--- config.mk ---
export PLATFORM = sky130hd
export DESIGN_NAME = mdp_top
export DESIGN_NICKNAME = d
export VERILOG_FILES = /design/src/design/mdp_pkg.sv /design/src/design/mdp_axis_quant.sv /design/src/design/mdp_presence.sv /design/src/design/mdp_top.sv
export SDC_FILE = /design/constraint.sdc
export NUM_CORES = 1
export LEC_CHECK = 0
export BUFFER_PORTS_ARGS = -buffer_cell sky130_fd_sc_hd__buf_2
export CAP_MARGIN = 0
export CELL_PAD_IN_SITES_DETAIL_PLACEMENT = 0
export CELL_PAD_IN_SITES_GLOBAL_PLACEMENT = 1
export CORE_MARGIN = 4
export CORE_UTILIZATION = 30
export CTS_CLUSTER_DIAMETER = 50
export CTS_CLUSTER_SIZE = 12
export DETAILED_ROUTE_END_ITERATION = 8
export PLACE_DENSITY = 0.59
export SYNTH_ARGS = -nofsm -noshare
export SYNTH_HDL_FRONTEND = slang
export SYNTH_SLANG_ARGS = --single-unit
--- constraint.sdc ---
create_clock -name clk -period 18.6 [get_ports clk]
set_input_delay 1.86 -clock clk [delete_from_list [all_inputs] [get_ports clk]]
set_output_delay 1.86 -clock clk [all_outputs]
set_load 0.03 [all_outputs]
--- src/design/mdp_pkg.sv ---
package mdp_pkg;
	localparam int DELTA_W = 8;
	localparam int REG_W = 8;
	localparam int ADDR_W = 8;
	localparam int SHUTTER_W = 16;
	localparam int SHIFT_W = 3;
	localparam int OFFSET_W = 2;
	localparam int THRESH_W = 6;

	localparam logic [ADDR_W-1:0] QUANT_ADDR = 8'h73;
	localparam logic [ADDR_W-1:0] SLOPE_ADDR = 8'h74;
	localparam logic [ADDR_W-1:0] PRES_ADDR = 8'h75;
	localparam logic [ADDR_W-1:0] RSVD_ADDR = 8'h76;
	localparam logic [ADDR_W-1:0] ORIENT_ADDR = 8'h77;

	localparam logic [REG_W-1:0] QUANT_RST = 8'h00;
	localparam logic [REG_W-1:0] SLOPE_RST = 8'h02;
	localparam logic [REG_W-1:0] PRES_RST = 8'h50;
	localparam logic [REG_W-1:0] ORIENT_RST = 8'h00;
	localparam logic [REG_W-1:0] RSVD_READ = 8'h00;

	localparam int V_EN_BIT = 7;
	localparam int V_SHIFT_LSB = 4;
	localparam int H_EN_BIT = 3;
	localparam int H_SHIFT_LSB = 0;
	localparam int SLOPE_BIT = 2;
	localparam int OFFSET_LSB = 0;
	localparam int POL_BIT = 6;
	localparam int THRESH_LSB = 0;
	localparam int EXCH_BIT = 7;
	localparam int VNEG_BIT = 6;
	localparam int HNEG_BIT = 5;
	localparam int ANGLE_LSB = 0;

	localparam logic [REG_W-1:0] SLOPE_WMASK = 8'h07;
	localparam logic [REG_W-1:0] PRES_WMASK = 8'h7F;
	localparam logic [REG_W-1:0] ORIENT_WMASK = 8'hE0;

	localparam int SHUTTER_SHIFT = 5;
	localparam logic [DELTA_W-1:0] DELTA_MAX = 8'h7F;
	localparam int AXIS_H = 0;
	localparam int AXIS_V = 1;
endpackage : mdp_pkg

--- src/design/mdp_axis_quant.sv ---
`timescale 1ns/1ps
module mdp_axis_quant
	import mdp_pkg::*;
(
	input wire logic signed [DELTA_W-1:0] delta_in,
	input wire logic step_enable,
	input wire logic [SHIFT_W-1:0] step_shift,
	input wire logic slope_select,
	input wire logic [OFFSET_W-1:0] linear_offset,
	output logic signed [DELTA_W-1:0] delta_out,
	output logic [DELTA_W:0] magnitude
);
	logic [DELTA_W:0] abs_val;
	logic [DELTA_W:0] stepped;
	logic [DELTA_W+1:0] curve;
	logic [DELTA_W-1:0] sat;

	// Magnitude is divided, mapped through the linear region, saturated, then re-signed.
	always_comb begin
		abs_val = delta_in[DELTA_W-1] ? (DELTA_W+1)'(-$signed({delta_in[DELTA_W-1], delta_in}))
			: {1'b0, delta_in};
		stepped = abs_val >> step_shift;
		if (stepped == '0) begin
			curve = '0;
		end else begin
			curve = (slope_select ? {stepped, 1'b0} : {1'b0, stepped})
				+ (DELTA_W+2)'(linear_offset);
		end
		sat = (curve > (DELTA_W+2)'(DELTA_MAX)) ? DELTA_MAX : curve[DELTA_W-1:0];
		if (step_enable) begin
			delta_out = delta_in[DELTA_W-1] ? -$signed(sat) : $signed(sat);
			magnitude = {1'b0, sat};
		end else begin
			delta_out = delta_in;
			magnitude = abs_val;
		end
	end
endmodule : mdp_axis_quant

--- src/design/mdp_presence.sv ---
`timescale 1ns/1ps
module mdp_presence
	import mdp_pkg::*;
(
	input wire logic [SHUTTER_W-1:0] shutter,
	input wire logic [THRESH_W-1:0] presence_threshold,
	input wire logic presence_polarity,
	output logic pin_level
);
	logic [SHUTTER_W-1:0] scaled;
	logic present;

	always_comb begin
		scaled = shutter >> SHUTTER_SHIFT;
		present = scaled <= SHUTTER_W'(presence_threshold);
		pin_level = presence_polarity ? present : ~present;
	end
endmodule : mdp_presence

--- src/design/mdp_top.sv ---
`timescale 1ns/1ps
module mdp_top
	import mdp_pkg::*;
(
	clk,
	rst,
	reg_addr,
	reg_wr,
	reg_rd,
	reg_wdata,
	reg_rdata,
	reg_rvalid,
	raw_valid,
	raw_horizontal_delta,
	raw_vertical_delta,
	shutter,
	orient_pin,
	rpt_valid,
	horizontal_delta,
	vertical_delta,
	finger_presence_detect
);
	input wire logic clk;
	input wire logic rst;
	input wire logic [ADDR_W-1:0] reg_addr;
	input wire logic reg_wr;
	input wire logic reg_rd;
	input wire logic [REG_W-1:0] reg_wdata;
	output logic [REG_W-1:0] reg_rdata;
	output logic reg_rvalid;
	input wire logic raw_valid;
	input wire logic signed [DELTA_W-1:0] raw_horizontal_delta;
	input wire logic signed [DELTA_W-1:0] raw_vertical_delta;
	input wire logic [SHUTTER_W-1:0] shutter;
	input wire logic orient_pin;
	output logic rpt_valid;
	output logic signed [DELTA_W-1:0] horizontal_delta;
	output logic signed [DELTA_W-1:0] vertical_delta;
	output logic finger_presence_detect;

	// Control registers.
	logic [REG_W-1:0] quant_r, quant_nxt;
	logic [REG_W-1:0] slope_r, slope_nxt;
	logic [REG_W-1:0] pres_r, pres_nxt;
	logic [REG_W-1:0] orient_r, orient_nxt;
	logic [REG_W-1:0] rdata_r, rdata_nxt;
	logic rvalid_r, rvalid_nxt;

	// Orientation pin synchroniser.
	logic orient_s1_r, orient_s2_r;

	// Motion report and presence output.
	logic rpt_valid_r, rpt_valid_nxt;
	logic signed [DELTA_W-1:0] hd_r, hd_nxt;
	logic signed [DELTA_W-1:0] vd_r, vd_nxt;
	logic fpd_r, fpd_nxt;

	logic axis_exchange, vertical_negate, horizontal_negate;
	logic vertical_step_enable, horizontal_step_enable;
	logic [SHIFT_W-1:0] vertical_step_shift, horizontal_step_shift;
	logic slope_select;
	logic [OFFSET_W-1:0] linear_offset;
	logic presence_polarity;
	logic [THRESH_W-1:0] presence_threshold;
	logic [1:0] mount_angle_state;

	logic signed [DELTA_W-1:0] oriented [2];
	logic signed [DELTA_W-1:0] quantized [2];
	logic [DELTA_W:0] mag [2];
	logic axis_en [2];
	logic [SHIFT_W-1:0] axis_shift [2];
	logic presence_level;

	assign axis_exchange = orient_r[EXCH_BIT];
	assign vertical_negate = orient_r[VNEG_BIT];
	assign horizontal_negate = orient_r[HNEG_BIT];
	assign vertical_step_enable = quant_r[V_EN_BIT];
	assign horizontal_step_enable = quant_r[H_EN_BIT];
	assign vertical_step_shift = quant_r[V_SHIFT_LSB +: SHIFT_W];
	assign horizontal_step_shift = quant_r[H_SHIFT_LSB +: SHIFT_W];
	assign slope_select = slope_r[SLOPE_BIT];
	assign linear_offset = slope_r[OFFSET_LSB +: OFFSET_W];
	assign presence_polarity = pres_r[POL_BIT];
	assign presence_threshold = pres_r[THRESH_LSB +: THRESH_W];
	// Pin high reads 0x01, pin low reads 0x00.
	assign mount_angle_state = {1'b0, orient_s2_r};

	// Exchange first, then per-axis negation, ahead of quantization.
	always_comb begin
		if (axis_exchange) begin
			oriented[AXIS_H] = raw_vertical_delta;
			oriented[AXIS_V] = raw_horizontal_delta;
		end else begin
			oriented[AXIS_H] = raw_horizontal_delta;
			oriented[AXIS_V] = raw_vertical_delta;
		end
		if (horizontal_negate) begin
			oriented[AXIS_H] = -oriented[AXIS_H];
		end
		if (vertical_negate) begin
			oriented[AXIS_V] = -oriented[AXIS_V];
		end
	end

	assign axis_en[AXIS_H] = horizontal_step_enable;
	assign axis_en[AXIS_V] = vertical_step_enable;
	assign axis_shift[AXIS_H] = horizontal_step_shift;
	assign axis_shift[AXIS_V] = vertical_step_shift;

	genvar g;
	generate
		for (g = 0; g < 2; g++) begin : g_axis
			mdp_axis_quant u_quant (
				.delta_in(oriented[g]),
				.step_enable(axis_en[g]),
				.step_shift(axis_shift[g]),
				.slope_select(slope_select),
				.linear_offset(linear_offset),
				.delta_out(quantized[g]),
				.magnitude(mag[g])
			);
		end
	endgenerate

	mdp_presence u_presence (
		.shutter(shutter),
		.presence_threshold(presence_threshold),
		.presence_polarity(presence_polarity),
		.pin_level(presence_level)
	);

	// Report path: one registered result per raw sample.
	always_comb begin
		rpt_valid_nxt = raw_valid;
		hd_nxt = hd_r;
		vd_nxt = vd_r;
		if (raw_valid) begin
			hd_nxt = quantized[AXIS_H];
			vd_nxt = quantized[AXIS_V];
			if (horizontal_step_enable && vertical_step_enable) begin
				// Ties keep the horizontal axis.
				if (mag[AXIS_V] > mag[AXIS_H]) begin
					hd_nxt = '0;
				end else begin
					vd_nxt = '0;
				end
			end
		end
		fpd_nxt = presence_level;
	end

	always_ff @(posedge clk) begin
		if (rst) begin
			rpt_valid_r <= 1'b0;
			hd_r <= '0;
			vd_r <= '0;
			fpd_r <= 1'b0;
		end else begin
			rpt_valid_r <= rpt_valid_nxt;
			hd_r <= hd_nxt;
			vd_r <= vd_nxt;
			fpd_r <= fpd_nxt;
		end
	end

	always_ff @(posedge clk) begin
		if (rst) begin
			orient_s1_r <= 1'b1;
			orient_s2_r <= 1'b1;
		end else begin
			orient_s1_r <= orient_pin;
			orient_s2_r <= orient_s1_r;
		end
	end

	// Register file: slope, presence and orientation writes store through a mask, quant stores whole; reads answer one cycle later.
	always_comb begin
		quant_nxt = quant_r;
		slope_nxt = slope_r;
		pres_nxt = pres_r;
		orient_nxt = orient_r;
		rvalid_nxt = reg_rd;
		rdata_nxt = rdata_r;
		if (reg_wr) begin
			case (reg_addr)
				QUANT_ADDR: begin
					quant_nxt = reg_wdata;
				end
				SLOPE_ADDR: begin
					slope_nxt = reg_wdata & SLOPE_WMASK;
				end
				PRES_ADDR: begin
					pres_nxt = reg_wdata & PRES_WMASK;
				end
				ORIENT_ADDR: begin
					orient_nxt = reg_wdata & ORIENT_WMASK;
				end
				default: begin
					quant_nxt = quant_r;
				end
			endcase
		end
		if (reg_rd) begin
			case (reg_addr)
				QUANT_ADDR: begin
					rdata_nxt = quant_r;
				end
				SLOPE_ADDR: begin
					rdata_nxt = slope_r;
				end
				PRES_ADDR: begin
					rdata_nxt = pres_r;
				end
				ORIENT_ADDR: begin
					rdata_nxt = orient_r | {6'h00, mount_angle_state};
				end
				default: begin
					rdata_nxt = RSVD_READ;
				end
			endcase
		end
	end

	always_ff @(posedge clk) begin
		if (rst) begin
			quant_r <= QUANT_RST;
			slope_r <= SLOPE_RST;
			pres_r <= PRES_RST;
			orient_r <= ORIENT_RST;
			rdata_r <= '0;
			rvalid_r <= 1'b0;
		end else begin
			quant_r <= quant_nxt;
			slope_r <= slope_nxt;
			pres_r <= pres_nxt;
			orient_r <= orient_nxt;
			rdata_r <= rdata_nxt;
			rvalid_r <= rvalid_nxt;
		end
	end

	assign reg_rdata = rdata_r;
	assign reg_rvalid = rvalid_r;
	assign rpt_valid = rpt_valid_r;
	assign horizontal_delta = hd_r;
	assign vertical_delta = vd_r;
	assign finger_presence_detect = fpd_r;
endmodule : mdp_top

# [Word level (Yosys, flattened, before mapping)]
# Cells that the tools add are included.
[word_totals] ff_bits=50 in_bits=54 output_inout_bits=27 elab_cells=62
[classes] n_addsub=8 magnitude_cmp=4 n_eq_ne=4 shifts=2 mux=23 bitwise_logic=2 reduce_logical=7
[ops] op="$mux 8" count=12
[ops] op="$mux 10" count=4
[ops] op="$mux 9" count=4
[ops] op="$eq 8x7->1 const B" count=4
[ops] op="$neg 8->8" count=4
[ops] op="$pmux 8 s4" count=1
[ops] op="$add 10x2->10" count=2
[ops] op="$gt 10x7->1 const B" count=2
[ops] op="$logic_not 9->1" count=2
[ops] op="$neg 8->9" count=2
[ops] op="$shr 9x3->9" count=2
[ops] op="$mux 16" count=1
[ops] op="$le 11x6->1" count=1
[ops] op="$gt 9x9->1" count=1
[ops] op="$or 8x1->8" count=1
[ops] op="$reduce_and 2->1" count=4
[ops] op="$logic_and 1x1->1" count=1
[ops] op="$mux 1" count=1
[ops] op="$not 1->1" count=1

# [Depth between registers and ports, before layout]
# Gate-level depths: netlist of the first run.
[depth] ltp_word=16 ltp_mapped=39 mapped_depth_nobuf=38

# [Hierarchy]
# From an unflattened synthesis of the first run, not the netlist that was laid out.
[hier_totals] cells_unflattened=842 area_unflattened_um2=6418.7
[modules_own_cells] module="mdp_top" instances=1 cells_per_inst=318 area_per_inst_um2=2872.8 seq_area_each_um2=1001.0
[modules_own_cells] module="mdp_axis_quant (g_axis[0].u_quant)" instances=1 cells_per_inst=270 area_per_inst_um2=1778.0 seq_area_each_um2=0.0
[modules_own_cells] module="mdp_axis_quant (g_axis[1].u_quant)" instances=1 cells_per_inst=231 area_per_inst_um2=1584.0 seq_area_each_um2=0.0
[modules_own_cells] module="mdp_presence" instances=1 cells_per_inst=23 area_per_inst_um2=183.9 seq_area_each_um2=0.0

# [Worst setup path before layout of the first run]
# OpenSTA, ideal clock, no wires.
[synth_path] path_kind="input port to flip-flop" start="in raw_vertical_delta[0]" end="reg vd_r[5] (netlist: vertical_delta[5])" setup_time_ns=0.122 arrival_time_ns=9.091 required_ns=18.478 slack_ns=9.387 path_stages=34 path_buffers=0 path_cell_list="mux2_2 -> inv_1 -> ha_1 -> or4b_2 -> and2_1 -> a2bb2oi_1 -> a2111oi_1 -> a211oi_4 -> a2bb2oi_1 -> and3_1 -> a21oi_1 -> o21ai_0 -> inv_1 -> fa_1 -> inv_1 -> o211ai_1 -> a2111oi_2 -> a211o_2 -> a22oi_4 -> a21boi_1 -> mux2_2 -> ha_1 -> nor2b_1 -> o21a_1 -> o21a_1 -> o21a_1 -> o21a_1 -> o21a_1 -> o21a_1 -> o21ai_0 -> a21oi_1 -> o211ai_1 -> nor2_1 -> a221o_1"
[synth_via] elab_chain_len=16 elab_cells_between_ends=31 classes_between="7 x add/sub; 3 x order compare; 2 x shift; 17 x mux; 2 x reduce/logical"
[synth_rtl] element="start, declared" line="mdp_top.sv:33" rtl="input wire logic signed [DELTA_W-1:0] raw_vertical_delta;"
[synth_rtl] element="$mux 16 (*)" line="mdp_top.sv:90" rtl="if (axis_exchange) begin"
[synth_rtl] element="$neg 8->8" line="mdp_top.sv:101" rtl="oriented[AXIS_V] = -oriented[AXIS_V];"
[synth_rtl] element="$mux 8" line="mdp_top.sv:100" rtl="if (vertical_negate) begin"
[synth_rtl] element="$neg 8->9" line="mdp_axis_quant.sv:20" rtl="abs_val = delta_in[DELTA_W-1] ? (DELTA_W+1)'(-$signed({delta_in[DELTA_W-1], delta_in}))"
[synth_rtl] element="$mux 9" line="mdp_axis_quant.sv:20"
[synth_rtl] element="$shr 9x3->9" line="mdp_axis_quant.sv:22" rtl="stepped = abs_val >> step_shift;"
[synth_rtl] element="$mux 10" line="mdp_axis_quant.sv:26" rtl="curve = (slope_select ? {stepped, 1'b0} : {1'b0, stepped})"
[synth_rtl] element="$add 10x2->10" line="mdp_axis_quant.sv:27" rtl="+ (DELTA_W+2)'(linear_offset);"
[synth_rtl] element="$mux 10" line="mdp_axis_quant.sv:23" rtl="if (stepped == '0) begin"
[synth_rtl] element="$gt 10x7->1" line="mdp_axis_quant.sv:29" rtl="sat = (curve > (DELTA_W+2)'(DELTA_MAX)) ? DELTA_MAX : curve[DELTA_W-1:0];"
[synth_rtl] element="$mux 8" line="mdp_axis_quant.sv:29"
[synth_rtl] element="$neg 8->8" line="mdp_axis_quant.sv:31" rtl="delta_out = delta_in[DELTA_W-1] ? -$signed(sat) : $signed(sat);"
[synth_rtl] element="$mux 8" line="mdp_axis_quant.sv:31"
[synth_rtl] element="$mux 8" line="mdp_axis_quant.sv:30" rtl="if (step_enable) begin"
[synth_rtl] element="$mux 8" line="mdp_top.sv:142" rtl="if (mag[AXIS_V] > mag[AXIS_H]) begin"
[synth_rtl] element="$mux 8 (*)" line="mdp_top.sv:140" rtl="if (horizontal_step_enable && vertical_step_enable) begin"
[synth_rtl] element="end signal, assigned" line="mdp_top.sv:161" rtl="vd_r <= vd_nxt;"
[synth_rtl] element="end, declared" line="mdp_top.sv:55" rtl="logic signed [DELTA_W-1:0] vd_r, vd_nxt;"
# Every way passes the cells marked *; elsewhere a longest branch is shown, timed or not.
# A chain may end at the register's enable or synchronous reset.

# [Final worst setup path of the first run]
[layout_path] start="in raw_horizontal_delta[0]" end="reg vd_r[6] (netlist: vertical_delta[6])"
[layout_via] elab_chain_len=16 elab_cells_between_ends=31 classes_between="7 x add/sub; 3 x order compare; 2 x shift; 17 x mux; 2 x reduce/logical"
[layout_rtl] element="start, declared" line="mdp_top.sv:32" rtl="input wire logic signed [DELTA_W-1:0] raw_horizontal_delta;"
[layout_rtl] element="$mux 16 (*)" line="mdp_top.sv:90"
[layout_rtl] element="$neg 8->8" line="mdp_top.sv:101"
[layout_rtl] element="$mux 8" line="mdp_top.sv:100"
[layout_rtl] element="$neg 8->9" line="mdp_axis_quant.sv:20"
[layout_rtl] element="$mux 9" line="mdp_axis_quant.sv:20"
[layout_rtl] element="$shr 9x3->9" line="mdp_axis_quant.sv:22"
[layout_rtl] element="$mux 10" line="mdp_axis_quant.sv:26"
[layout_rtl] element="$add 10x2->10" line="mdp_axis_quant.sv:27"
[layout_rtl] element="$mux 10" line="mdp_axis_quant.sv:23"
[layout_rtl] element="$gt 10x7->1" line="mdp_axis_quant.sv:29"
[layout_rtl] element="$mux 8" line="mdp_axis_quant.sv:29"
[layout_rtl] element="$neg 8->8" line="mdp_axis_quant.sv:31"
[layout_rtl] element="$mux 8" line="mdp_axis_quant.sv:31"
[layout_rtl] element="$mux 8" line="mdp_axis_quant.sv:30"
[layout_rtl] element="$mux 8" line="mdp_top.sv:142"
[layout_rtl] element="$mux 8 (*)" line="mdp_top.sv:140"
# Marked as above.

==> metrics.csv, run 1 <==
stage,metric,value,unit
run_status,outcome,"complete, no violations",
grt,antenna violations before repair,0,
yosys,top-area cell type share of the netlist area,15.8,%
yosys,YS warnings,0,
yosys,"EDFF count, synth",0,
clocking,number of clock sinks,50,
power,Pwr Density,47.7,nW/um^2
critical_path,Buffers & Inverters on Critical Path,4,
clocking,post_cts resized,0,
yosys,"Seq/Total Area, Yosys",15.8,%
timing,clock skew,8.37,ps
yosys,Synth area leader,dfxtp_1,
floorplanning,row cnt,52,
grt,first-pass GRT wire length,35800,um
critical_path,Worst Path Required,18780,ps
timing,fmax,95.9,MHz
critical_path,CP arrival,10610,ps
yosys,Mapped Cells,862,
timing,setup violators final,0,
yosys,Synth area leaders,"dfxtp_1, mux2i_1, nand2_1",
final_layout,layout overhead on the synthesized area,11.5,%
floorplanning,total die area,23500,um^2
yosys,top-count cell post-synth,nand2_1,
yosys,Synth async-reset ratio,0,%
final_layout,Register Area,1000,um^2
yosys,Post-Syn Area,6320,um^2
place,placed cells,1165,
clocking,Worst-Skew Late Latency,300,ps
power,leakage,0.00264,uW
grt,vias in the first global route,6362,
floorplanning,Horiz. Die Dim,153,um
clocking,Clock Pin Slew Worst Setup and Hold Paths,70,ps
place,RD Place Congestion,0.861,
timing,final count of hold timing violations,0,
final_layout,filler cell count,2262,
critical_path,Max stage delay on crit path,620,ps
place,port bufs,75,
floorplanning,Std-Cell Core Area,20500,um^2
floorplanning,initial core utilization,30.9,%
timing,Slew HR,34.0,%
hold_path,Hold/Removal Path Class,flip-flop to flip-flop,
drt,mean routed wirelength per cell,19.0,um
drt,DRT Pass-1 Iters,7,
drt,drt first-iter violations,377,
clocking,Longest Clk Path Bufs,2,
critical_path,Most Frequent Cell on Critical Path,o21a_1,
critical_path,Startpoint Class,input port,
final_layout,utilization after layout,34.4,%
drt,post-route ant nets,0,
final_layout,multi-input logic area,4990,um^2
critical_path,Top delay family on crit path,compound AO/OA/AOI/OAI gates,
timing,Slew @ Worst Pin,986,ps
critical_path,CP Max Fanout,9,
timing,final period utilization,56.1,%
grt,gr usage total,18.5,%
power,Total Power,336,uW
drt,Vias,6611,
yosys,Synth cell types,99,
drt,drt drc,0,
clocking,CTS H-Tree Depth,2,
run,max-cap viol count,0,
place,DP HPWL,17400,um
final_layout,nets,983,
yosys,Yosys reg bits,50,
drt,routed vias/inst,5.64,
drt,Routed WL,22300,um
grt,largest net degree at the start of global routing,48,
final_layout,"non-filler cells, final",1173,
final_layout,share of layout cells above drive strength 1,16.7,%
yosys,Synth Flop Type,dfxtp_1,
clocking,clock buffer count from CTS,5,
floorplanning,I/O pins,81,
yosys,"Avg Cell Area, Syn",7.34,um^2
critical_path,Worst setup EP type,flip-flop,
clocking,post-CTS setup buffers,0,
yosys,synthesized net count,943,
grt,remaining global-route overflow,0,
floorplanning,DIE HEIGHT,153,um
final_layout,ant diodes,0,
timing,max-slew violation count,0,
clocking,cts hold-fix bufs,0,
yosys,Commonest cells post-synth,"nand2_1, nor2_1, a21oi_1, dfxtp_1, clkbuf_1",
timing,Tmin final,10430,ps
critical_path,CP max-delay cell,or4b_2,
clocking,TritonCTS clock tree,done,
timing,RSZ-0062 raised after global routing,false,
power,worst vdd ir,0.0317,mV
clocking,CTS root buffer,clkbuf_16,
critical_path,kind of critical path,input port to flip-flop,
timing,TNS Setup,0,ps
timing,hold_ws,414,ps
## placed cells by master (no fill, tap or decap), types with 10 or more instances in the layout
master and n:
a211oi_1 15, a21oi_1 60, a22oi_1 22, and2_1 14, and3_1 14, buf_2 75
dfxtp_1 49, ha_1 25, inv_1 34, mux2_2 12, mux2i_1 35, nand2_1 93
nand3_1 34, nand4_1 10, nor2_1 89, nor3_1 24, o21a_1 12, o21ai_0 26
o22ai_1 12, or3_1 10, xnor2_1 20
## state kept, by name, summed over array words and instances (netlist names)
| register | count |
|---|---|
| orient_s2_r | 1 |
| vertical_delta | 8 |
| reg_rvalid | 1 |
| pres_r | 7 |
| finger_presence_detect | 1 |
| slope_r | 3 |
| reg_rdata | 8 |
| orient_s1_r | 1 |
| horizontal_delta | 8 |
| rpt_valid | 1 |
| orient_r | 3 |
| quant_r | 8 |
## final cells by class
class | instances | area share (%)
clock buffers | 5 | 1.77
clock inverters | 3 | 0.692
flip-flops and latches | 50 | 14.2
multi-input cells | 728 | 70.7
inverters | 37 | 1.97
repair buffers | 80 | 5.86
well taps | 270 | 4.79
## worst register-to-register path: cells and delay by family, from the launching register on
family | cells | cell delay, ps
xor gates and xnor gates | 1 | 420
adders and majority gates | 3 | 1090
buffers and inverters | 3 | 380
muxes | 2 | 750
AOI/OAI and AO/OA | 19 | 4320
and+or+nand+nor | 7 | 1790
DFF | 1 | 950
## per-layer routing
| metal | track usage [%] | up-vias | part of all wire [%] |
|---|---|---|---|
| met5 | 0 | - | 0 |
| met4 | 1.99 | 0 | 0.37 |
| met3 | 1.78 | 7 | 3.9 |
| met2 | 29.0 | 140 | 45 |
| met1 | 28.1 | 3134 | 51 |
| li1 | - | 3330 | - |
## path summary, 6_finish.rpt
check,startpoint,endpoint,slack (ps),cells past startpoint
setup reg to reg,orient_r[7]$_SDFFE_PP0P_,vertical_delta[6]$_SDFFE_PP0P_,8760,35
setup / recovery,raw_horizontal_delta[0],vertical_delta[6]$_SDFFE_PP0P_,8170,36
hold reg to reg,orient_s1_r$_SDFF_PP1_,orient_s2_r$_SDFF_PP1_,410,1
hold / removal,orient_s1_r$_SDFF_PP1_,orient_s2_r$_SDFF_PP1_,410,1
## where the power goes
part	leakage (uW)	total, uW	internal (uW)	switching (uW)
Combinational	0.00215	115	43.2	72.2
Clock	0.0000819	110	64.5	45.4
Sequential	0.000407	111	109	1.67
## metrics by stage
step	area, um^2	worst slack (ps)
floorplan	6320	9390
global placement	6880	7840
detailed placement	6880	7860
CTS	7050	8130
global route	7050	7470
finish	7050	8170
## logic make-up (layout without fill, tap and decap cells)
group / Yosys count / after routing / share of synthesized area, %
buffers and inverters: 84 / 125 / 5.32
XOR/XNOR: 27 / 27 / 3.98
adder cells (fa/ha/maj): 27 / 27 / 5.58
AND/OR/NAND/NOR: 359 / 359 / 29.1
AO/OA/AOI/OAI: 264 / 264 / 31.9
flip-flops: 50 / 50 / 15.8
multiplexers: 49 / 49 / 8.21
other: 2 / 2 / 0.119
Power figures use the tool's default switching activity.
==> run 2: changes to the inputs <==
--- a/config.mk
+++ b/config.mk
@@ -14,7 +14,7 @@
 export CTS_CLUSTER_DIAMETER = 50
 export CTS_CLUSTER_SIZE = 12
 export DETAILED_ROUTE_END_ITERATION = 8
-export PLACE_DENSITY = 0.59
+export PLACE_DENSITY = 0.61
 export SYNTH_ARGS = -nofsm -noshare
 export SYNTH_HDL_FRONTEND = slang
 export SYNTH_SLANG_ARGS = --single-unit
==> constraint.sdc (replaced) <==
create_clock -name clk -period 8.45 [get_ports clk]
set_input_delay 0.845 -clock clk [delete_from_list [all_inputs] [get_ports clk]]
set_output_delay 0.845 -clock clk [all_outputs]
set_load 0.03 [all_outputs]
==> run 2 against run 1 <==
Compared with the run above: routed wire length up 1.7%; first-iteration DRC count up 34%; register-to-register slack worse by 8300 ps; critical path type unchanged; critical endpoint is now horizontal_delta[6]$_SDFFE_PP0P_.
==> metrics.csv, run 2 (synthesized netlist as in run 1, its figures left out) <==
stage,metric,value,unit,change
critical_path,CP Max Fanout,4,,-5
final_layout,share of layout cells above drive strength 1,22.4,%,+5.7 points
final_layout,Register Area,1000,um^2,unchanged
timing,Final WS setup,391,ps,-7780 ps
critical_path,Top delay family on crit path,compound AO/OA/AOI/OAI gates,,
floorplanning,total die area,23500,um^2,unchanged
critical_path,Most Frequent Cell on Critical Path,o21a_1,,
timing,hold_ws,425,ps,+11.7 ps
clocking,number of clock sinks,50,,unchanged
place,port bufs,75,,unchanged
final_layout,nets,1036,,+5.4%
power,Total Power,736,uW,+120%
power,worst vdd ir,0.0906,mV,+190%
place,DP HPWL,17800,um,+1.9%
timing,max-slew violation count,0,,unchanged
drt,drt first-iter violations,505,,+34%
grt,vias in the first global route,6485,,+1.9%
drt,routed vias/inst,5.65,,+0.31%
timing,final count of hold timing violations,0,,unchanged
critical_path,Worst R2R Start,orient_r[7]$_SDFFE_PP0P_,,
critical_path,R2R Setup Slk,510,ps,-8250 ps
final_layout,ant diodes,0,,unchanged
power,Pwr Density,98.4,nW/um^2,+110%
clocking,cts hold-fix bufs,0,,unchanged
timing,Slew HR,37.7,%,+3.7 points
drt,post-route ant nets,0,,unchanged
grt,largest net degree at the start of global routing,48,,unchanged
clocking,Longest Clk Path Bufs,2,,unchanged
critical_path,Startpoint Class,input port,,
critical_path,Worst setup EP type,flip-flop,,
hold_path,Hold/Removal Path Class,flip-flop to flip-flop,,
grt,first-pass GRT wire length,36100,um,+0.87%
grt,antenna violations before repair,0,,unchanged
grt,gr usage total,18.6,%,+0.15 points
floorplanning,row cnt,52,,unchanged
clocking,Clock Pin Slew Worst Setup and Hold Paths,80,ps,about the same
critical_path,Buffers & Inverters on Critical Path,6,,+2
grt,remaining global-route overflow,0,,unchanged
final_layout,utilization after layout,36.5,%,+2.1 points
clocking,Worst-Skew Late Latency,300,ps,about the same
final_layout,"most common cell after layout, fill and taps aside",nand2_1,,
critical_path,Reg2Reg Depth,39,,+11%
floorplanning,Std-Cell Core Area,20500,um^2,unchanged
drt,Vias,6931,,+4.8%
critical_path,Max stage delay on crit path,460,ps,-160 ps
timing,final period utilization,95.4,%,
timing,clock skew,6.59,ps,-1.78 ps
clocking,CTS H-Tree Depth,2,,unchanged
run,max-cap viol count,0,,unchanged
drt,DRT Pass-1 Iters,5,,-2
timing,Tmin final,8060,ps,
drt,mean routed wirelength per cell,18.5,um,-2.7%
critical_path,CP endpoint,horizontal_delta[6]$_SDFFE_PP0P_,,
timing,TNS Setup,0,ps,unchanged
clocking,clock buffer count from CTS,5,,unchanged
floorplanning,DIE HEIGHT,153,um,unchanged
floorplanning,initial core utilization,30.9,%,unchanged
floorplanning,I/O pins,81,,unchanged
clocking,CTS root buffer,clkbuf_16,,
final_layout,layout overhead on the synthesized area,18.3,%,
final_layout,multi-input logic area,5040,um^2,+1.0%
place,RD Place Congestion,0.869,,+0.95%
drt,drt drc,0,,unchanged
critical_path,stages on the worst setup path,40,,+11%
timing,Slew @ Worst Pin,932,ps,-54.3 ps
timing,fmax,124,MHz,
power,leakage,0.00290,uW,+9.6%
final_layout,most frequent cells in the layout,"nand2_1, nor2_1, buf_2, a21oi_1, buf_4",,
place,Setup WS pre-CTS,-56.8,ps,-7910 ps
floorplanning,Horiz. Die Dim,153,um,unchanged
critical_path,Worst Path Required,8680,ps,-10100 ps
critical_path,Setup crit start,raw_vertical_delta[0],,
critical_path,CP arrival,8290,ps,-2320 ps
run_status,outcome,"complete, no violations",,
critical_path,Reg2Reg Capture Point,horizontal_delta[6]$_SDFFE_PP0P_,,
critical_path,CP max-delay cell,mux4_2,,
timing,setup violators final,0,,unchanged
final_layout,filler cell count,2253,,-0.40%
clocking,TritonCTS clock tree,done,,
critical_path,kind of critical path,input port to flip-flop,,
drt,Routed WL,22700,um,+1.7%
[run 2: cell types whose count changed in the layout (fill, tap and decap cells not counted), moves of 2 or more]
| cell | delta |
|---|---|
| buf_4 | +52 |
| o21ai_0 | -3 |
| nor3_1 | -2 |
| nor3_2 | +2 |
| o21ai_1 | +2 |
[run 2: worst min-delay path by stage]
stage / start / endpoint / slack [ps] / depth (start not counted)
final: orient_s1_r$_SDFF_PP1_ / orient_s2_r$_SDFF_PP1_ / 430 / 1
after global routing: orient_s1_r$_SDFF_PP1_ / orient_s2_r$_SDFF_PP1_ / 440 / 1
after CTS: orient_s1_r$_SDFF_PP1_ / orient_s2_r$_SDFF_PP1_ / 430 / 1
after detailed placement: orient_s1_r$_SDFF_PP1_ / orient_s2_r$_SDFF_PP1_ / 400 / 1
after global placement: orient_s1_r$_SDFF_PP1_ / orient_s2_r$_SDFF_PP1_ / 390 / 1
after floorplan: orient_s1_r$_SDFF_PP1_ / orient_s2_r$_SDFF_PP1_ / 390 / 1
[run 2: what timing repair did]
| action | 4_1_cts | 5_1_grt |
|---|---|---|
| setup buffers | 0 | 6 |
| resized for setup | 0 | 15 |
| setup endpoints to repair | 0 | 14 |
[run 2: per-stage QoR]
stage                     cells  area, um^2
after global placement     1212        7230
after detailed placement   1212        7230
final                      1226        7480
after floorplan             862        6320
after CTS                  1220        7380
after global routing       1226        7480
[run 2: layout make-up]
type                    instances  area share, %
clock buffers                   5           1.67
clock inverters                 3          0.385
inverters                      37           1.86
multi-input cells             728           67.3
flip-flops and latches         50           13.4
well taps                     270           4.51
repair buffers                133           10.9
[run 2: metal layers]
metal / vias to the layer above / GRT usage [%] / part of all wire, %
met5: - / 0 / 0
met4: 0 / 3.01 / 1.1
met3: 20 / 2.60 / 6.0
met2: 232 / 27.7 / 42
met1: 3254 / 28.7 / 51
li1: 3425 / - / -
[run 2: report_power, final]
group | leakage (uW) | internal, uW | switching (uW)
Combinational | 0.00241 | 111 | 165
Sequential | 0.000407 | 241 | 3.51
Clock | 0.0000763 | 114 | 103
Total | 0.00290 | 465 | 271
==> run 3: changes to the inputs <==
--- a/config.mk
+++ b/config.mk
@@ -5,7 +5,7 @@
 export SDC_FILE = /design/constraint.sdc
 export NUM_CORES = 1
 export LEC_CHECK = 0
-export BUFFER_PORTS_ARGS = -buffer_cell sky130_fd_sc_hd__buf_2
+export ABC_AREA = 1
 export CAP_MARGIN = 0
 export CELL_PAD_IN_SITES_DETAIL_PLACEMENT = 0
 export CELL_PAD_IN_SITES_GLOBAL_PLACEMENT = 1
@@ -14,7 +14,8 @@
 export CTS_CLUSTER_DIAMETER = 50
 export CTS_CLUSTER_SIZE = 12
 export DETAILED_ROUTE_END_ITERATION = 8
-export PLACE_DENSITY = 0.61
+export DONT_BUFFER_PORTS = 1
+export PLACE_DENSITY = 0.6
 export SYNTH_ARGS = -nofsm -noshare
 export SYNTH_HDL_FRONTEND = slang
 export SYNTH_SLANG_ARGS = --single-unit
==> run 3 against run 2 <==
Compared with the run above: register-to-register slack gained 990 ps; via count shrank 19%; clock power hardly changed; total power down 9.7%; cell count decreased by 7.0%; sequential share of layout area increased by 4.1 points; hold slack worse by 13 ps; sequential power increased by 5%; synthesized cell count grew 8.5%; non-clock buffer count down 131; highest routed layer unchanged.
==> metrics.csv, run 3 <==
stage,metric,value,unit,change
clocking,Longest Clk Path Bufs,2,,unchanged
drt,DRT Pass-1 Iters,5,,unchanged
critical_path,Setup crit start,orient_r[7]$_SDFFE_PP0P_,,
final_layout,"most common cell after layout, fill and taps aside",nand2_1,,
yosys,Yosys reg bits,50,,unchanged
place,RD Place Congestion,0.858,,-1.3%
clocking,CTS H-Tree Depth,2,,unchanged
grt,antenna violations before repair,0,,unchanged
timing,hold_ws,412,ps,-12.8 ps
grt,largest net degree at the start of global routing,33,,-31%
timing,final period utilization,82.3,%,-13 points
timing,Slew @ Worst Pin,740,ps,-192 ps
final_layout,layout overhead on the synthesized area,4.65,%,
yosys,Post-Syn Area,5460,um^2,-14%
clocking,clock buffer count from CTS,5,,unchanged
timing,fmax,144,MHz,+16%
critical_path,Worst Path Required,8680,ps,about the same
grt,first-pass GRT wire length,27800,um,-23%
yosys,"Avg Cell Area, Syn",5.84,um^2,-20%
floorplanning,initial core utilization,30.5,%,-0.37 points
timing,Slew HR,50.3,%,+13 points
critical_path,R2R Setup Slk,1500,ps,+990 ps
critical_path,CP Max Fanout,17,,+13
place,DP HPWL,14200,um,-20%
grt,remaining global-route overflow,0,,unchanged
floorplanning,DIE HEIGHT,143,um,-6.7%
place,port bufs,0,,-100%
power,Total Power,665,uW,-9.7%
final_layout,share of layout cells above drive strength 1,9.99,%,-12 points
clocking,TritonCTS clock tree,done,,
final_layout,most frequent cells in the layout,"nand2_1, inv_1, nand3_1, a21oi_1, nor2_1",,
critical_path,Reg2Reg Depth,43,,+10%
power,worst vdd ir,0.0727,mV,-20%
yosys,top-area cell type share of the netlist area,19.4,%,+3.6 points
drt,drt drc,0,,unchanged
critical_path,Startpoint Class,flip-flop,,
final_layout,filler cell count,2074,,-7.9%
clocking,Worst-Skew Late Latency,300,ps,about the same
clocking,post-CTS setup buffers,0,,unchanged
floorplanning,row cnt,49,,-5.8%
clocking,Clock Pin Slew Worst Setup and Hold Paths,80,ps,about the same
clocking,number of clock sinks,50,,unchanged
run,max-cap viol count,0,,unchanged
run_status,outcome,"complete, no violations",,
yosys,Synth async-reset ratio,0,%,unchanged
yosys,Synth cell types,49,,-51%
clocking,post_cts resized,0,,unchanged
yosys,YS warnings,0,,unchanged
timing,setup violators final,0,,unchanged
hold_path,WHS Endpoint,orient_s2_r$_SDFF_PP1_,,
final_layout,ant diodes,0,,unchanged
floorplanning,Horiz. Die Dim,143,um,-6.7%
power,Pwr Density,116,nW/um^2,+18%
drt,drt first-iter violations,321,,-36%
power,leakage,0.00262,uW,-9.7%
yosys,Synth Flop Type,dfxtp_1,,
timing,final count of hold timing violations,0,,unchanged
hold_path,Hold Crit Depth,1,,unchanged
clocking,CTS root buffer,clkbuf_16,,
hold_path,HP Start,orient_s1_r$_SDFF_PP1_,,
timing,Tmin final,6950,ps,-1100 ps
drt,routed vias/inst,4.92,,-13%
timing,TNS Setup,0,ps,unchanged
critical_path,Most Frequent Cell on Critical Path,nand2_1,,
clocking,cts hold-fix bufs,0,,unchanged
grt,vias in the first global route,5111,,-21%
yosys,"Seq/Total Area, Yosys",18.3,%,+2.5 points
final_layout,utilization after layout,31.9,%,-4.6 points
timing,max-slew violation count,0,,unchanged
timing,clock skew,10.8,ps,+4.22 ps
drt,post-route ant nets,0,,unchanged
floorplanning,Std-Cell Core Area,17900,um^2,-13%
drt,Vias,5606,,-19%
critical_path,Worst setup EP type,flip-flop,,
timing,RSZ-0062 raised after global routing,false,,
critical_path,Reg2Reg Capture Point,vertical_delta[3]$_SDFFE_PP0P_,,
critical_path,Buffers & Inverters on Critical Path,4,,-2
final_layout,nets,991,,-4.3%
yosys,Synth area leader,nand2_1,,
critical_path,Worst R2R Start,orient_r[7]$_SDFFE_PP0P_,,
critical_path,Top delay family on crit path,simple AND/OR/NAND/NOR gates,,
yosys,Commonest cells post-synth,"nand2_1, inv_1, nand3_1, a21oi_1, nor2_1",,
drt,mean routed wirelength per cell,15.2,um,-18%
hold_path,Hold/Removal Path Class,flip-flop to flip-flop,,
yosys,top-count cell post-synth,nand2_1,,
place,area post-placement,5560,um^2,-23%
grt,gr usage total,17.0,%,-1.6 points
critical_path,CP arrival,7190,ps,-1100 ps
yosys,synthesized net count,1016,,+7.7%
critical_path,Max stage delay on crit path,650,ps,+190 ps
yosys,Mapped Cells,935,,+8.5%
yosys,"EDFF count, synth",0,,unchanged
floorplanning,I/O pins,81,,unchanged
critical_path,CP max-delay cell,dfxtp_1,,
final_layout,final instance area,5710,um^2,-24%
critical_path,kind of critical path,flip-flop to flip-flop,,
drt,Routed WL,17300,um,-24%
yosys,Synth area leaders,"nand2_1, dfxtp_1, nand3_1",,
floorplanning,total die area,20400,um^2,-13%
-- run 3: cell count changes in the layout (fill, tap and decap cells not counted), moves of 22 or more --
cell     delta
nand3_1    +59
mux2i_1    -34
nand2_1   +189
inv_1      +66
buf_4      -55
a22oi_1    -22
o21ai_0    +33
buf_2      -75
nand2_2    +27
nor2_1     -28
-- run 3: metrics by stage --
stage | std cells | setup WS (ps)
floorplan | 935 | 2570
global placement | 1132 | 1370
detailed placement | 1132 | 1420
CTS | 1140 | 1480
global route | 1140 | 668
finish | 1140 | 1500
-- run 3: cell type report --
type                            count  area, um^2  share of cell area (%)
Multi-Input combinational cell    735        3810                    66.7
Sequential cell                    50        1000                    17.5
Inverter                          116         443                    7.75
Tap cell                          229         287                    5.02
Clock buffer                        5         125                    2.19
Clock inverter                      3        28.8                   0.504
Timing Repair Buffer                2        15.0                   0.263
-- run 3: power by group --
group | switching (uW) | total (uW) | internal (uW) | leakage, uW
Clock | 106 | 219 | 113 | 0.0000759
Sequential | 13.6 | 255 | 241 | 0.000407
Combinational | 128 | 191 | 62.7 | 0.00213
Total | 248 | 665 | 417 | 0.00262
-- run 3: cells by family after synthesis --
kind of cell	synth area share, %
simple gates	47.0
buf+inv	11.8
flops	18.3
fa+ha+maj	6.46
other cells	0.138
xor+xnor	0.321
compound gates	15.9
-- run 3: worst max-delay path by stage --
stage	endpoint	slack, ps	cells past startpoint
final	vertical_delta[3]$_SDFFE_PP0P_	1500	43
after detailed placement	vertical_delta[5]$_SDFFE_PP0P_	1420	43
after CTS	vertical_delta[3]$_SDFFE_PP0P_	1480	43
after global placement	vertical_delta[3]$_SDFFE_PP0P_	1370	43
after global routing	vertical_delta[3]$_SDFFE_PP0P_	670	44
after floorplan	horizontal_delta[6]$_SDFFE_PP0P_	2570	42
-- run 3: per-layer routing --
| metal | GRT usage, % | vias up | share of wire (%) |
|---|---|---|---|
| li1 | - | 3007 | - |
| met1 | 23.8 | 2496 | 48 |
| met2 | 28.4 | 96 | 47 |
| met3 | 2.34 | 7 | 4.3 |
| met4 | 2.85 | 0 | 0.68 |
| met5 | 0 | - | 0 |
-- run 3: worst register-to-register path: cells and delay by family, from the launching register on --
kind,cells,cell delay (ps)
adder cells (fa/ha/maj),4,1100
flip-flops,1,650
AO/OA/AOI/OAI,12,2070
AND/OR/NAND/NOR,23,2580
buffers and inverters,4,460
